===== src/hw/rsr_pkg.sv =====
// Package with register map, field positions and reset values
package rsr_pkg;
   // Register indices, one 32-bit word each
   localparam logic [7:0] IDX_CRC_IRQ_FIFO_STATUS = 8'h07;
   localparam logic [7:0] IDX_MODEM_TEMP_CIPHER_STATUS = 8'h08;
   localparam logic [7:0] IDX_IRQ_STATUS = 8'h10;
   localparam logic [7:0] IDX_IRQ_MASK = 8'h11;
   localparam logic [7:0] IDX_FIFO_THRESHOLD = 8'h12;
   // Byte addresses are four times the register index
   localparam logic [11:0] ADDR_CRC_IRQ_FIFO_STATUS =
      {2'b00, IDX_CRC_IRQ_FIFO_STATUS, 2'b00};
   localparam logic [11:0] ADDR_MODEM_TEMP_CIPHER_STATUS =
      {2'b00, IDX_MODEM_TEMP_CIPHER_STATUS, 2'b00};
   localparam logic [11:0] ADDR_IRQ_STATUS =
      {2'b00, IDX_IRQ_STATUS, 2'b00};
   localparam logic [11:0] ADDR_IRQ_MASK =
      {2'b00, IDX_IRQ_MASK, 2'b00};
   localparam logic [11:0] ADDR_FIFO_THRESHOLD =
      {2'b00, IDX_FIFO_THRESHOLD, 2'b00};
   // Reset values
   localparam logic [7:0] RST_CRC_IRQ_FIFO_STATUS = 8'h21;
   localparam logic [7:0] RST_MODEM_TEMP_CIPHER_STATUS = 8'h00;
   localparam logic [6:0] RST_FIFO_THRESHOLD = 7'h08;
   // First status register fields
   localparam int BIT_CRC_RESULT_ZERO = 6;
   localparam int BIT_CRC_CALC_DONE = 5;
   localparam int BIT_IRQ_PENDING = 4;
   localparam int BIT_TIMER_ACTIVE = 3;
   localparam int BIT_FIFO_HIGH_ALERT = 1;
   localparam int BIT_FIFO_LOW_ALERT = 0;
   // Second status register fields
   localparam int BIT_OVERHEAT_ERROR_CLEAR = 7;
   localparam int BIT_HOST_FILTER_HS_FORCE = 6;
   localparam int BIT_CARD_CIPHER_ACTIVE = 3;
   localparam int LSB_TXRX_STATE = 0;
   // FIFO capacity in bytes
   localparam logic [6:0] FIFO_CAPACITY = 7'h40;
   // Event status bits
   localparam int EVT_CRC_DONE = 0;
   localparam int EVT_OVERHEAT = 1;
   localparam int EVT_HIGH_ALERT = 2;
   localparam int EVT_LOW_ALERT = 3;
   localparam int EVT_COUNT = 4;
   // Transmitter/receiver state codes
   typedef enum logic [2:0] {
      TXRX_IDLE = 3'h0,
      TXRX_AWAIT_SEND = 3'h1,
      TXRX_TX_WAIT = 3'h2,
      TXRX_TRANSMIT = 3'h3,
      TXRX_RX_WAIT = 3'h4,
      TXRX_WAIT_DATA = 3'h5,
      TXRX_RECEIVE = 3'h6
   } rsr_txrx_e;
endpackage


===== src/hw/rsr_status_regs.sv =====
// Reader status register bank with APB slave and event interrupt
`timescale 1ns/1ns
module rsr_status_regs (
   input wire logic clock,
   input wire logic rst_n,
   input wire logic psel,
   input wire logic penable,
   input wire logic pwrite,
   input wire logic [11:0] paddr,
   input wire logic [31:0] pwdata,
   output logic [31:0] prdata,
   output logic pready,
   output logic pslverr,
   input wire logic crcBusy,
   input wire logic crcResultZero,
   input wire logic crcStandaloneDone,
   input wire logic crcStandaloneStart,
   input wire logic [13:0] irqSources,
   input wire logic [13:0] irqEnables,
   input wire logic timerCounting,
   input wire logic timerGatedMode,
   input wire logic timerGateEnabled,
   input wire logic [6:0] fifoByteCount,
   input wire logic overheatDetect,
   input wire logic belowAlarmLimit,
   input wire logic authSuccess,
   input wire logic [2:0] txrxStateCode,
   output logic antennaDriversOff,
   output logic hostFilterHighspeedForce,
   output logic cardCipherActive,
   output logic irq
);

   // Pin-domain inputs pass two flip-flops
   logic overheatMeta;
   logic overheatSync;
   logic belowMeta;
   logic belowSync;

   // Status state
   logic crcDone;
   logic next_crcDone;
   logic overheatError;
   logic next_overheatError;
   logic cipherOn;
   logic next_cipherOn;
   logic filterForce;
   logic next_filterForce;
   logic [6:0] alertLevel;
   logic [6:0] next_alertLevel;
   logic [rsr_pkg::EVT_COUNT-1:0] evtStatus;
   logic [rsr_pkg::EVT_COUNT-1:0] next_evtStatus;
   logic [rsr_pkg::EVT_COUNT-1:0] evtMask;
   logic [rsr_pkg::EVT_COUNT-1:0] next_evtMask;
   logic [rsr_pkg::EVT_COUNT-1:0] evtPrev;
   logic [7:0] status1;
   logic [7:0] status2;
   logic [7:0] next_status1;
   logic [7:0] next_status2;
   logic [31:0] next_prdata;
   logic next_pready;
   logic next_pslverr;
   logic next_irq;
   logic [rsr_pkg::EVT_COUNT-1:0] evtNow;
   logic highAlert;
   logic lowAlert;
   logic timerFlag;
   logic wrStrobe;
   logic wrStatus2;
   logic [6:0] freeBytes;
   logic wrThreshold;
   logic wrMask;
   logic wrEvents;
   logic [rsr_pkg::EVT_COUNT-1:0] evtRise;
   logic evtArmed;

   // Decode whether an address is mapped
   function automatic logic isMapped(input logic [11:0] a);
      isMapped = (a == rsr_pkg::ADDR_CRC_IRQ_FIFO_STATUS) ||
         (a == rsr_pkg::ADDR_MODEM_TEMP_CIPHER_STATUS) ||
         (a == rsr_pkg::ADDR_IRQ_STATUS) ||
         (a == rsr_pkg::ADDR_IRQ_MASK) ||
         (a == rsr_pkg::ADDR_FIFO_THRESHOLD);
   endfunction

   // Synchronisers for temperature sensor levels
   always_ff @(posedge clock or negedge rst_n) begin
      if (!rst_n) begin
         overheatMeta <= 1'b0;
         overheatSync <= 1'b0;
         belowMeta <= 1'b0;
         belowSync <= 1'b0;
      end else begin
         overheatMeta <= overheatDetect;
         overheatSync <= overheatMeta;
         belowMeta <= belowAlarmLimit;
         belowSync <= belowMeta;
      end
   end

   // Live comparisons and flag sources
   always_comb begin
      freeBytes = 7'(rsr_pkg::FIFO_CAPACITY - fifoByteCount);
      highAlert = (freeBytes <= alertLevel);
      lowAlert = (fifoByteCount <= alertLevel);
      // Gated mode reports the select, not the gate level
      timerFlag = timerGatedMode ? timerGateEnabled
                                 : timerCounting;
      wrStrobe = psel && penable && pwrite;
      wrStatus2 = wrStrobe &&
         (paddr == rsr_pkg::ADDR_MODEM_TEMP_CIPHER_STATUS);
      wrThreshold = wrStrobe &&
         (paddr == rsr_pkg::ADDR_FIFO_THRESHOLD);
      wrMask = wrStrobe && (paddr == rsr_pkg::ADDR_IRQ_MASK);
      wrEvents = wrStrobe && (paddr == rsr_pkg::ADDR_IRQ_STATUS);
      evtNow = '0;
      evtNow[rsr_pkg::EVT_CRC_DONE] = crcDone;
      evtNow[rsr_pkg::EVT_OVERHEAT] = overheatError;
      evtNow[rsr_pkg::EVT_HIGH_ALERT] = highAlert;
      evtNow[rsr_pkg::EVT_LOW_ALERT] = lowAlert;
   end

   // Standalone CRC done flag: a start clears it, the finish sets it
   always_comb begin
      next_crcDone = crcDone;
      if (crcStandaloneStart) begin
         next_crcDone = 1'b0;
      end
      if (crcStandaloneDone) begin
         next_crcDone = 1'b1;
      end
   end

   // Done flag leaves reset set, so the image matches its reset value
   always_ff @(posedge clock or negedge rst_n) begin
      if (!rst_n) begin
         crcDone <=
            rsr_pkg::RST_CRC_IRQ_FIFO_STATUS[rsr_pkg::BIT_CRC_CALC_DONE];
      end else begin
         crcDone <= next_crcDone;
      end
   end

   // Overheat error: sensor sets, software clears only when cool
   always_comb begin
      next_overheatError = overheatError;
      if (wrStatus2 && pwdata[rsr_pkg::BIT_OVERHEAT_ERROR_CLEAR] &&
          belowSync) begin
         next_overheatError = 1'b0;
      end
      // Detection wins over a clear in the same cycle
      if (overheatSync) begin
         next_overheatError = 1'b1;
      end
   end

   // Overheat error register
   always_ff @(posedge clock or negedge rst_n) begin
      if (!rst_n) begin
         overheatError <= 1'b0;
      end else begin
         overheatError <= next_overheatError;
      end
   end

   // Cipher flag and host filter override
   always_comb begin
      next_cipherOn = cipherOn;
      // Writing zero to the cipher bit switches encryption off
      if (wrStatus2 && !pwdata[rsr_pkg::BIT_CARD_CIPHER_ACTIVE]) begin
         next_cipherOn = 1'b0;
      end
      // A completed authentication wins over a clear
      if (authSuccess) begin
         next_cipherOn = 1'b1;
      end
      next_filterForce = filterForce;
      if (wrStatus2) begin
         next_filterForce = pwdata[rsr_pkg::BIT_HOST_FILTER_HS_FORCE];
      end
   end

   // Cipher and filter registers
   always_ff @(posedge clock or negedge rst_n) begin
      if (!rst_n) begin
         cipherOn <= 1'b0;
         filterForce <= 1'b0;
      end else begin
         cipherOn <= next_cipherOn;
         filterForce <= next_filterForce;
      end
   end

   // Alert threshold and event mask, written by software
   always_comb begin
      next_alertLevel = alertLevel;
      if (wrThreshold) begin
         next_alertLevel = pwdata[6:0];
      end
      next_evtMask = evtMask;
      if (wrMask) begin
         next_evtMask = pwdata[rsr_pkg::EVT_COUNT-1:0];
      end
   end

   // Configuration registers
   always_ff @(posedge clock or negedge rst_n) begin
      if (!rst_n) begin
         alertLevel <= rsr_pkg::RST_FIFO_THRESHOLD;
         evtMask <= '0;
      end else begin
         alertLevel <= next_alertLevel;
         evtMask <= next_evtMask;
      end
   end

   // Sticky event bits; a rising event wins over a write-one clear
   always_comb begin
      // No edge is taken before the history holds a real sample
      evtRise = '0;
      if (evtArmed) begin
         evtRise = evtNow & ~evtPrev;
      end
      next_evtStatus = evtStatus;
      if (wrEvents) begin
         next_evtStatus = evtStatus & ~pwdata[rsr_pkg::EVT_COUNT-1:0];
      end
      next_evtStatus = next_evtStatus | evtRise;
      next_irq = |(next_evtStatus & next_evtMask);
   end

   // Event status and edge history
   always_ff @(posedge clock or negedge rst_n) begin
      if (!rst_n) begin
         evtStatus <= '0;
         evtPrev <= '0;
         evtArmed <= 1'b0;
      end else begin
         evtStatus <= next_evtStatus;
         evtPrev <= evtNow;
         evtArmed <= 1'b1;
      end
   end

   // Register image assembly
   always_comb begin
      next_status1 = '0;
      // Calculation in progress forces zero; value is don't-care in RF
      next_status1[rsr_pkg::BIT_CRC_RESULT_ZERO] =
         !crcBusy && crcResultZero;
      next_status1[rsr_pkg::BIT_CRC_CALC_DONE] = next_crcDone;
      next_status1[rsr_pkg::BIT_IRQ_PENDING] =
         |(irqSources & irqEnables);
      next_status1[rsr_pkg::BIT_TIMER_ACTIVE] = timerFlag;
      next_status1[rsr_pkg::BIT_FIFO_HIGH_ALERT] = highAlert;
      next_status1[rsr_pkg::BIT_FIFO_LOW_ALERT] = lowAlert;
      next_status2 = '0;
      next_status2[rsr_pkg::BIT_OVERHEAT_ERROR_CLEAR] = 1'b0;
      next_status2[rsr_pkg::BIT_HOST_FILTER_HS_FORCE] = next_filterForce;
      next_status2[rsr_pkg::BIT_CARD_CIPHER_ACTIVE] = next_cipherOn;
      next_status2[rsr_pkg::LSB_TXRX_STATE +: 3] =
         txrxStateCode;
   end

   // APB answer: zero wait states, error on unmapped address
   always_comb begin
      next_pready = psel && !penable;
      next_pslverr = psel && !penable && !isMapped(paddr);
      next_prdata = '0;
      if (psel && !penable && !pwrite) begin
         // Reads only select data, they change no state
         unique case (paddr)
            rsr_pkg::ADDR_CRC_IRQ_FIFO_STATUS:
               next_prdata = {24'h000000, status1};
            rsr_pkg::ADDR_MODEM_TEMP_CIPHER_STATUS:
               next_prdata = {24'h000000, status2};
            rsr_pkg::ADDR_IRQ_STATUS:
               next_prdata = {28'h0000000, evtStatus};
            rsr_pkg::ADDR_IRQ_MASK:
               next_prdata = {28'h0000000, evtMask};
            rsr_pkg::ADDR_FIFO_THRESHOLD:
               next_prdata = {25'h0000000, alertLevel};
            default:
               next_prdata = '0;
         endcase
      end
   end

   // Status register images
   always_ff @(posedge clock or negedge rst_n) begin
      if (!rst_n) begin
         status1 <= rsr_pkg::RST_CRC_IRQ_FIFO_STATUS;
         status2 <= rsr_pkg::RST_MODEM_TEMP_CIPHER_STATUS;
      end else begin
         status1 <= next_status1;
         status2 <= next_status2;
      end
   end

   // Bus answer registers
   always_ff @(posedge clock or negedge rst_n) begin
      if (!rst_n) begin
         prdata <= '0;
         pready <= 1'b0;
         pslverr <= 1'b0;
      end else begin
         prdata <= next_prdata;
         pready <= next_pready;
         pslverr <= next_pslverr;
      end
   end

   // Top-level side outputs, each straight from a flip-flop
   always_ff @(posedge clock or negedge rst_n) begin
      if (!rst_n) begin
         irq <= 1'b0;
         antennaDriversOff <= 1'b0;
         hostFilterHighspeedForce <= 1'b0;
         cardCipherActive <= 1'b0;
      end else begin
         irq <= next_irq;
         antennaDriversOff <= next_overheatError;
         hostFilterHighspeedForce <= next_filterForce;
         cardCipherActive <= next_cipherOn;
      end
   end

endmodule


===== config.mk =====
export PLATFORM = sky130hd
export DESIGN_NAME = rsr_status_regs
export DESIGN_NICKNAME = d
export VERILOG_FILES = /design/src/hw/rsr_pkg.sv /design/src/hw/rsr_status_regs.sv
export SDC_FILE = /design/constraint.sdc
export NUM_CORES = 1
export LEC_CHECK = 0
export ABC_AREA = 1
export BUFFER_PORTS_ARGS = -buffer_cell sky130_fd_sc_hd__buf_2
export CAP_MARGIN = 40
export CORE_UTILIZATION = 46
export DETAILED_ROUTE_END_ITERATION = 8
export PLACE_DENSITY = 0.78
export SYNTH_ARGS = -nofsm -noshare
export SYNTH_HDL_FRONTEND = slang
export SYNTH_SLANG_ARGS = --single-unit

===== constraint.sdc =====
create_clock -name clock -period 1.95 [get_ports clock]
set_input_delay 0.39 -clock clock [delete_from_list [all_inputs] [get_ports clock]]
set_output_delay 0.39 -clock clock [all_outputs]
set_load 0.02 [all_outputs]

==> results of run 1 <==
-- placed cells by master (no fill, tap or decap), types with 2 or more instances in the layout --
cell type | netlist | routed
a21oi_1 | 5 | 4
a21oi_2 | 5 | 6
buf_2 | 0 | 85
buf_4 | 25 | 12
clkbuf_8 | 0 | 5
conb_1 | 2 | 26
dfrtp_1 | 42 | 42
dfstp_2 | 3 | 3
ha_1 | 14 | 13
inv_1 | 43 | 40
inv_2 | 2 | 5
nand2_1 | 91 | 87
nand2_2 | 3 | 6
nand2_4 | 2 | 3
nand3_1 | 13 | 13
nand4_1 | 11 | 11
nor2_1 | 24 | 22
nor2_2 | 7 | 9
nor2_4 | 4 | 4
nor3_1 | 4 | 2
nor3_2 | 1 | 2
nor3_4 | 2 | 3
o21ai_0 | 7 | 7
o21ai_1 | 5 | 5
xnor2_1 | 4 | 3
-- final timing paths --
check | depth (start not counted) | endpoint | start
worst min register to register | 0 | overheatSync | overheatMeta
min in group clock | 1 | status2[1] | txrxStateCode[1]
max in group asynchronous | 2 | status1[5] | rst_n
worst max register to register | 13 | irq | alertLevel[3]
worst min-delay path | 1 | prdata[3] | rst_n
worst max-delay path | 18 | irq | fifoByteCount[1]
-- power by group through the flow --
stage	Combinational, mW	Clock [mW]	Sequential [mW]
2_1_floorplan	0.172	0	0.991
3_3_place_gp	0.265	0	0.991
3_5_place_dp	0.274	0	0.992
4_1_cts	0.275	0.713	0.973
5_1_grt	0.319	0.757	0.976
6_report	0.288	0.705	0.973
-- sequential cells by signal, indices dropped and copies added, names as in the netlist, 4 cells and up --
signal      cells
alertLevel      7
evtMask         4
evtPrev         4
status2         5
evtStatus       4
prdata          7
status1         5
-- cell families (layout without fill, tap and decap cells) --
kind of cell / Yosys count / after routing / synth area share
flops: 45 / 45 / 0.418
xor+xnor: 5 / 5 / 0.0162
other cells: 2 / 26 / 0.00278
compound gates: 27 / 27 / 0.0625
fa+ha+maj: 14 / 14 / 0.0648
simple gates: 165 / 165 / 0.292
mux: 2 / 2 / 0.00833
buf+inv: 71 / 150 / 0.136
-- through the flow --
step / hold WS (ns) / setup TNS (ns) / total power, mW / setup slack (ns) / instances
after floorplan: 0.0944 / 0 / 1.16 / 0.0184 / 355
final: 0.0395 / 0 / 1.97 / 0.114 / 506
after global placement: 0.333 / -0.205 / 1.26 / -0.205 / 497
after detailed placement: 0.340 / -0.274 / 1.27 / -0.241 / 497
after CTS: 0.0530 / 0 / 1.96 / 0.0768 / 505
after global routing: 0.0733 / -0.0216 / 2.05 / -0.0216 / 506
-- routing by layer --
layer / global-route usage / wire length, microns / vias up
li1: - / - / 1203
met1: 0.233 / 2500 / 1097
met2: 0.357 / 2990 / 111
met3: 0.0372 / 431 / 8
met4: 0.0556 / 83 / 0
met5: 0 / 0 / -
-- what timing repair did --
item                       CTS  global route
setup buffers                0             1
setup endpoints to repair    0             1
resized for setup            0            16
hold endpoints to repair     0             0
-- layout make-up --
class / instances / area share
timing repair buffer: 97 / 0.153
multi-input combinational: 239 / 0.402
clock inverter: 3 / 0.0137
sequential: 45 / 0.335
inverter: 45 / 0.0500
clock buffer: 5 / 0.0204
tap: 72 / 0.0267
-- worst reg2reg max path, stage by stage, from the launching register on --
cell,delay (ns)
dfstp_2,0.54
inv_1,0.07
ha_1,0.28
nand2_1,0.04
nor2_1,0.16
nand2_1,0.07
nand2_1,0.06
nand2_1,0.10
nand2_1,0.08
nand2_1,0.07
nand2_1,0.07
nand2_1,0.06
inv_1,0.05
nand2_1,0.04
==> results.md, run 1 <==
- Largest net degree at the start of global routing: 24
- Core area: 5570 sq um
- Synth area leaders: dfrtp_1, nand2_1, buf_4, ha_1, inv_1
- Final setup fails: 0
- Root Buffer: clkbuf_8
- Ys Warns: 0
- Fill cell count: 493
- Arr. time, crit path: 2.09 ns
- Clock period minus final worst setup slack: 1.84 ns
- Placer Congestion: 0.838
- CP max-delay cell: ha_1
- Worst Path Buf+Inv: 4
- Layout cells sized above 1: 0.350
- Clock transition at the register clock pins on the worst setup and hold paths after CTS: 0.09 ns
- Sequential share of power: 0.495
- WL/cell: 11.9 microns
- Post-detailed-route DRC marker count: 0
- Status: finished, final reports clean
- Syn Area/Cell: 8.17 sq um
- Critical path's most frequent cell: nand2_1
- Max_cap viols: 0
- Storage element area: 1130 sq um
- Initial antenna violation count: 0
- CTS sink count: 45
- Cell taking the most area after synthesis: dfrtp_1
- Crit Path Max Fanout: 3
- Slew Limit Fails: 0
- IO buf count: 85
- Die area: 6190 sq um
- Final cell utilization of the core: 0.606
- Max Clk Rate: 545 MHz
- Synthesized instance count: 331
- Total routed wirelength: 6000 microns
- Placed instance area: 3200 sq um
- Starting Density: 0.485
- Die Width: 78.7 microns
- Required time worst endpoint: 2.20 ns
- Detailed Route Iter0 Violations: 92
- Top cell type's share of synthesized area: 0.389
- Count of cell types in the netlist: 35
- Final hold violations: 0
- Clock skew: 0.00772 ns
- Register area share after synthesis: 0.418
- Hold crit path type: in -> async
- Relative slew slack: 0.666
- Total Routing Usage GR: 0.196
- FP Rows: 27
- Crit start category: input pin
- Worst-Skew Late Latency: 0.30 ns
- Power share of the combinational group: 0.146
- Synth top cells by count: nand2_1, inv_1, dfrtp_1
- Max clock buf depth: 2
- First-pass GRT wire length: 9300 microns
- Die height: 78.7 microns
- Post-synth ARST share: 1.00
- Diodes inserted: 0
- Worst path cell trace: buf_2 > inv_2 > ha_4 > nand2_4 > nor3_4 > xor2_1 > ha_1 > nand2_2 > inv_2 > a21oi_2 > nand2_1 > nand2_2 > nand2_1 > nand2_1 > nand2_1 > nand2_1 > inv_1 > nand2_1
- FF-to-FF setup slack: 0.17 ns
- CP peak stage delay: 0.27 ns
- Crit Path Category: in -> reg
- Router iterations before antenna repair: 4
- ANT nets after route: 0
- Clk pwr share: 0.359
- Post-synth EDFFs: 0
- Psw: 512 uW
- Final HPWL DP: 4810 microns
- CP Capture Type: flip-flop
- Design area: 3380 sq um
- Top_reg_cell synth: dfrtp_1
- Leak: 1.88 nW
- Pint: 1.45 mW
- Post-synthesis register bit count: 45
- Power density over cell area: 582 nW/um^2
- Max IR drop VDD: 0.370 mV
- I/O pin count: 135
- Cts hold-fix bufs: 0
- Vias per cell: 4.78
- CTS tree: done
- Clock buffer count from CTS: 5
- Vias in the first global route: 2133
- Post-Syn Area: 2700 sq um
- H-tree depth: 2
- Final cycle utilization of the critical path: 0.942
- Crit path max-delay family: simple AND/OR/NAND/NOR gates
- Area Growth Syn to Fin: 24.8%
- GRT overflow: 0
- Total vias in the final route: 2419
- Multi-input gate area: 1360 sq um
- Sw Ratio: 0.260
- Final #Nets: 544
- Worst-margin pin slew: 0.501 ns
- Count leader, synth: nand2_1
(Power assumes the default switching activity.)
==> run 2, diff against run 1 <==
CORE_ASPECT_RATIO = 0.7   (was not set)
GPL_TIMING_DRIVEN = 0   (was not set)
SLEW_MARGIN = 10   (was not set)
==> run 2 against run 1 <==
Against the previous run: critical path depth shrank 1; sequential power is essentially flat; worst hold slack is essentially flat; combinational power grew 20%; core utilization grew 5.6 points; global-route usage grew 2.5 points; count of clock-buffer cells in the layout is the same; final cell count grew 3.8%; critical path type unchanged; critical endpoint unchanged; largest power group unchanged.
==> results.md, run 2 (synthesized netlist as in run 1, its figures left out) <==
- Status: finished, final reports clean
- Die height: 66.1 microns (-16%)
- Cts hold-fix bufs: 0 (unchanged)
- Clock skew: 0.00463 ns (-0.00309 ns)
- Max clock buf depth: 2 (unchanged)
- Clock buffer count from CTS: 5 (unchanged)
- Total Routing Usage GR: 0.221 (+0.0249)
- Setup TNS: 0 ns (unchanged)
- Clock period minus final worst setup slack: 1.85 ns (+0.0144 ns)
- Max Clk Rate: 540 MHz (-0.78%)
- CP peak stage delay: 0.31 ns (+0.04 ns)
- Critical path's most frequent cell: nand2_1
- Router iterations before antenna repair: 4 (unchanged)
- Placed instance area: 3340 sq um (+4.5%)
- Final setup fails: 0 (unchanged)
- Worst-Skew Late Latency: 0.31 ns (about the same)
- Vias per cell: 4.74 (-0.95%)
- Power density over cell area: 570 nW/um^2 (-2.2%)
- Storage element area: 1130 sq um (unchanged)
- Leak: 2.02 nW (+7.4%)
- Worst reg2reg path depth: 13 (unchanged)
- Placed insts: 513 (+3.2%)
- Final HPWL DP: 5070 microns (+5.3%)
- Crit start category: input pin
- Worst Path Buf+Inv: 3 (-1)
- Non-Filler Instances: 525 (+3.8%)
- CP Capture Type: flip-flop
- Clock transition at the register clock pins on the worst setup and hold paths after CTS: 0.09 ns (about the same)
- Initial antenna violation count: 0 (unchanged)
- Total routed wirelength: 6280 microns (+4.7%)
- Placer Congestion: 0.882 (+5.3%)
- Largest registers: alertLevel x7, prdata x7
- IO buf count: 85 (unchanged)
- Total vias in the final route: 2486 (+2.8%)
- First-pass GRT wire length: 10300 microns (+11%)
- Arr. time, crit path: 2.10 ns (about the same)
- Post-detailed-route DRC marker count: 0 (unchanged)
- Final cycle utilization of the critical path: 0.949 (+0.00739)
- Final cell utilization of the core: 0.661 (+0.0558)
- Crit Path Category: in -> reg
- ANT nets after route: 0 (unchanged)
- Die Width: 93.6 microns (+19%)
- Required time worst endpoint: 2.20 ns (about the same)
- Largest net degree at the start of global routing: 26 (+8.3%)
- H-tree depth: 2 (unchanged)
- Crit Path Max Fanout: 4 (+1)
- Most common cell after layout, fill and taps aside: nand2_1
- WL/cell: 12.0 microns (+0.91%)
- FP Rows: 22 (-19%)
- Max_cap viols: 0 (unchanged)
- Vias in the first global route: 2303 (+8.0%)
- FF-to-FF setup slack: 0.19 ns (+0.02 ns)
- Final #Nets: 563 (+3.5%)
- Crit path max-delay family: simple AND/OR/NAND/NOR gates
- Most frequent cells in the layout: nand2_1, buf_2, dfrtp_1, inv_1, buf_4
- CTS tree: done
- Final hold violations: 0 (unchanged)
- Worst reg2reg path startpoint: alertLevel[3]
- Multi-input gate area: 1380 sq um (+1.9%)
- Relative slew slack: 0.663 (-0.00274)
- Starting Density: 0.496 (+0.0110)
- Fill cell count: 453 (-8.1%)
- Core area: 5450 sq um (-2.2%)
- Area Growth Syn to Fin: 33.3%
- GRT overflow: 0 (unchanged)
- Detailed Route Iter0 Violations: 62 (-33%)
- Layout cells sized above 1: 0.377 (+0.0273)
- Worst-margin pin slew: 0.505 ns (+0.00411 ns)
- Die area: 6190 sq um (about the same)
- Diodes inserted: 0 (unchanged)
- Root Buffer: clkbuf_8
- Design area: 3600 sq um (+6.8%)
- R2R Path End: irq
- Pre-CTS setup slack: -0.382 ns (-0.141 ns)
- Hold crit path type: in -> async
- Max IR drop VDD: 0.357 mV (-3.6%)
- I/O pin count: 135 (unchanged)
- Worst path cell trace: buf_6 > nor2_4 > nand2_4 > nor3_4 > xnor2_2 > ha_1 > nand2_2 > inv_2 > a21oi_2 > nand2_1 > nand2_1 > nand2_1 > nand2_1 > nand2_1 > nand2_1 > inv_1 > nand2_1
- Final worst-path setup slack: 0.0994 ns (-0.0144 ns)
- CP max-delay cell: ha_1
- CTS sink count: 45 (unchanged)
- Slew Limit Fails: 0 (unchanged)
-- run 2: cell types whose count changed in the layout (fill, tap and decap cells not counted), sizes merged --
cell      delta
inv          +1
clkinvlp     -1
buf         +19
-- run 2: area by class of cell --
type | instances | share of cell area
inverters | 45 | 0.0496
plain buffers | 26 | 0.0552
flip-flops and latches | 45 | 0.313
clock inverters | 3 | 0.0139
multi-input cells | 239 | 0.384
clock buffers | 5 | 0.0191
well taps | 72 | 0.0250
repair buffers | 90 | 0.140
-- run 2: metrics by stage --
| step | hold WS [ns] | power, mW |
|---|---|---|
| after floorplan | 0.0944 | 1.16 |
| after global placement | 0.335 | 1.28 |
| after detailed placement | 0.336 | 1.29 |
| after CTS | 0.0607 | 2.02 |
| after global routing | 0.0882 | 2.14 |
| final | 0.0394 | 2.05 |
-- run 2: worst reg2reg max path, cell delays in order (launching register included) --
cell	delay, ns
dfstp_2	0.54
inv_1	0.07
ha_1	0.28
nand2_1	0.08
nor2_4	0.12
nand2_1	0.05
nand2_1	0.05
nand2_1	0.06
nand2_1	0.09
nand2_1	0.09
nand2_1	0.07
nand2_1	0.06
inv_1	0.05
nand2_1	0.04
-- run 2: layer usage --
layer  vias to the layer above  global-route usage  share of wire  routed length (microns)
met3                         6              0.0448          0.089                      562
met4                         0              0.0538         0.0095                       60
met5                         -                   0              0                        0
met1                      1124               0.298           0.44                     2780
met2                       116               0.369           0.46                     2880
li1                       1240                   -              -                        -
-- run 2: report_power, final --
| group | switching (mW) | total [mW] | internal, mW | leakage, nW |
|---|---|---|---|---|
| combinational | 0.190 | 0.345 | 0.155 | 1.44 |
| clock | 0.343 | 0.736 | 0.393 | 0.0603 |
| sequential | 0.0111 | 0.972 | 0.961 | 0.521 |
| total | 0.545 | 2.05 | 1.51 | 2.02 |
-- run 2: worst max-delay path by stage --
| stage | cells after the start | startpoint | slack, ns | to |
|---|---|---|---|---|
| floorplan | 17 | fifoByteCount[0] | 0.02 | irq |
| global placement | 18 | fifoByteCount[0] | -0.34 | irq |
| detailed placement | 18 | fifoByteCount[0] | -0.38 | irq |
| global route | 18 | fifoByteCount[0] | -0.04 | irq |
| finish | 17 | fifoByteCount[2] | 0.1 | irq |
| CTS | 18 | fifoByteCount[1] | 0.01 | irq |
-- run 2: what timing repair did --
action / in CTS / in global routing
setup endpoints to repair: 1 / 1
buffers inserted: 2 / 2
pin swaps: 5 / 19
gates resized for setup: 6 / 26
cloned: 0 / 0
endpoints found under the hold margin: 0 / 0
==> run 3, diff against run 2 <==
ABC_AREA = not set   (was 1)
CORE_UTILIZATION = 45   (was 46)
==> run 3 against run 2 <==
Against the previous run: the flow now finishes with violations (setup timing); non-clock buffer count is 13 higher; final cell count is 16% lower; die area is 3.1% lower; critical path depth is 7 lower; combinational power is 3% higher; count of clock-buffer cells in the layout stayed put; first-iteration DRC count is 74% higher; via count is 9.6% lower; maximum frequency is 12% lower; clock power is 0.8% higher; wire length is 0.67% lower.
==> results.md, run 3 <==
- Cell taking the most area after synthesis: dfrtp_1
- Total routed wirelength: 6240 microns (-0.67%)
- Slew Limit Fails: 0 (unchanged)
- Ys Warns: 0 (unchanged)
- Post-synth ARST share: 1.00 (unchanged)
- Most frequent cells in the layout: buf_2, dfrtp_1, buf_4, conb_1, nand2_1
- Detailed Route Iter0 Violations: 108 (+74%)
- Pint: 1.52 mW (+1.0%)
- Area Growth Syn to Fin: 38.3%
- CP max-delay cell: ha_1
- Final worst-path setup slack: -0.150 ns (-0.249 ns)
- Failing checks: setup timing
- I/O pin count: 135 (unchanged)
- Vias per cell: 5.07 (+7.2%)
- Pre-CTS setup slack: -0.575 ns (-0.192 ns)
- Post-detailed-route DRC marker count: 0 (unchanged)
- Clock period minus final worst setup slack: 2.10 ns (+0.249 ns)
- Worst-Skew Late Latency: 0.31 ns (about the same)
- Die Width: 92.2 microns (-1.6%)
- Placer Congestion: 0.836 (-5.2%)
- Psw: 543 uW (-0.39%)
- Crit start category: input pin
- Clock transition at the register clock pins on the worst setup and hold paths after CTS: 0.09 ns (about the same)
- Largest net degree at the start of global routing: 37 (+42%)
- Clock buffer count from CTS: 5 (unchanged)
- Final #Nets: 481 (-15%)
- Required time worst endpoint: 2.14 ns (-0.06 ns)
- Hold crit path type: in -> reg
- Synthesized instance count: 238 (-28%)
- First-pass GRT wire length: 9830 microns (-4.7%)
- Top_reg_cell synth: dfrtp_1
- Total vias in the final route: 2248 (-9.6%)
- Power share of the combinational group: 0.173 (+0.005)
- Max Clk Rate: 476 MHz (-12%)
- Post-Syn Area: 2560 sq um (-5.3%)
- Register area share after synthesis: 0.441 (+0.0233)
- Storage element area: 1130 sq um (unchanged)
- CTS tree: done
- Crit Path Category: in -> reg
- Syn Area/Cell: 10.8 sq um (+32%)
- WL met3: 366 microns (-35%)
- Synth area leaders: dfrtp_1, buf_4, ha_1, mux2_1, dfstp_2
- Final cycle utilization of the critical path: 1.08 (+0.128)
- Root Buffer: clkbuf_8
- Max IR drop VDD: 0.295 mV (-17%)
- IO buf count: 85 (unchanged)
- Post-synth EDFFs: 0 (unchanged)
- WL met2: 3040 microns (+5.6%)
- Status: finished, violations left
- Largest registers: alertLevel x7, prdata x7
- Die area: 6000 sq um (-3.1%)
- Initial antenna violation count: 0 (unchanged)
- Post-synthesis register bit count: 45 (unchanged)
- Unrepaired setup endpoints after global routing: yes
- Sw Ratio: 0.263 (-0.00273)
- Layout cells sized above 1: 0.466 (+0.0888)
- Diodes inserted: 0 (unchanged)
- Fill cell count: 451 (-0.44%)
- Multi-input gate area: 1340 sq um (-3.0%)
- Synth top cells by count: dfrtp_1, buf_4, nand2_1
- Vias in the first global route: 2113 (-8.3%)
- Total Routing Usage GR: 0.215 (-0.00598)
- FP Rows: 22 (unchanged)
- Max clock buf depth: 2 (unchanged)
- FF-to-FF setup slack: -0.07 ns (-0.26 ns)
- Crit Path Max Fanout: 3 (-1)
- CP peak stage delay: 0.33 ns (+0.02 ns)
- Final Total Pwr: 2.07 mW (+0.64%)
- Sequential share of power: 0.468 (-0.006)
- Final hold violations: 0 (unchanged)
- H-tree depth: 2 (unchanged)
- Count leader, synth: dfrtp_1
- Count of cell types in the netlist: 51 (+46%)
- WL met1: 2800 microns (+0.54%)
- Final setup fails: 1 (+1)
- Starting Density: 0.477 (-0.0189)
- CTS sink count: 45 (unchanged)
- Die height: 65.1 microns (-1.5%)
- GRT overflow: 0 (unchanged)
- Most common cell after layout, fill and taps aside: buf_2
- Clk pwr share: 0.359 (about the same)
- WL/cell: 14.1 microns (+18%)
- CP Capture Type: flip-flop
- DR top layer: met4
- Core area: 5370 sq um (-1.5%)
- Router iterations before antenna repair: 4 (unchanged)
- Final HPWL DP: 4640 microns (-8.5%)
- Leak: 1.77 nW (-12%)
- ANT nets after route: 0 (unchanged)
- Max_cap viols: 0 (unchanged)
- Clock skew: 0.00685 ns (+0.00222 ns)
- Top cell type's share of synthesized area: 0.410 (+0.0216)
- Arr. time, crit path: 2.29 ns (+0.19 ns)
- Worst path cell trace: buf_8 > nor3_4 > nand3b_1 > xnor2_1 > ha_1 > nand4_1 > a21oi_2 > o22ai_2 > a32o_1 > a221o_1
- Power density over cell area: 583 nW/um^2 (+2.4%)
run 3: worst paths after layout:
check	startpoint	to	cells past startpoint
worst max-delay path	fifoByteCount[4]	irq	10
worst min register to register	overheatMeta	overheatSync	0
worst max register to register	alertLevel[3]	irq	7
max in group asynchronous	rst_n	status1[5]	3
min in group asynchronous	rst_n	irq	2
worst min-delay path	overheatDetect	overheatMeta	1
run 3: per-layer routing:
metal	vias to the layer above	track usage
met3	7	0.0394
met4	0	0.0527
met5	-	0
met1	1068	0.285
li1	1075	-
met2	98	0.369
run 3: power groups by stage:
stage / Sequential (mW) / Clock, mW / Combinational [mW]
2_1_floorplan: 0.985 / 0 / 0.177
3_3_place_gp: 0.985 / 0 / 0.305
3_5_place_dp: 0.985 / 0 / 0.319
4_1_cts: 0.967 / 0.750 / 0.348
5_1_grt: 0.969 / 0.793 / 0.390
6_report: 0.967 / 0.742 / 0.357
run 3: area by class of cell:
type / count / area share
clock buffer: 5 / 0.0194
timing repair buffer: 101 / 0.167
multi-input combinational: 174 / 0.379
tap: 72 / 0.0254
sequential: 45 / 0.319
inverter: 15 / 0.0173
buffer: 28 / 0.0590
clock inverter: 3 / 0.0141
run 3: cell families after synthesis:
logic type / after synthesis / synth area share
mux: 15 / 0.0660
compound gates: 44 / 0.128
flops: 45 / 0.441
buf+inv: 43 / 0.103
simple gates: 70 / 0.173
other cells: 2 / 0.00293
fa+ha+maj: 14 / 0.0684
xor+xnor: 5 / 0.0171
run 3: what timing repair did:
item                                   4_1_cts  5_1_grt
endpoints found under the hold margin        9        0
setup endpoints to repair                    9        6
setup buffers                               12        2
hold buffers                                 1        0
pin swaps                                    7        1
gates resized for setup                     21        3
run 3: critical path: cells and delay by family:
family,cells,cell delay [ns]
AO/OA/AOI/OAI,4,0.84
buffers and inverters,1,0.10
adder cells (fa/ha/maj),1,0.33
XOR/XNOR,1,0.15
AND/OR/NAND/NOR,3,0.46
run 3: stage by stage:
stage | utilization | area (sq um) | instances | setup TNS (ns) | hold slack (ns)
after floorplan | - | 2680 | 262 | -0.0821 | 0.0944
after global placement | 0.595 | 3200 | 419 | -4.31 | 0.335
after detailed placement | 0.599 | 3220 | 420 | -5.15 | 0.270
after CTS | 0.654 | 3510 | 441 | -0.0412 | 0.174
after global routing | 0.660 | 3540 | 443 | -0.193 | 0.168
final | 0.660 | 3540 | 443 | -0.150 | 0.179
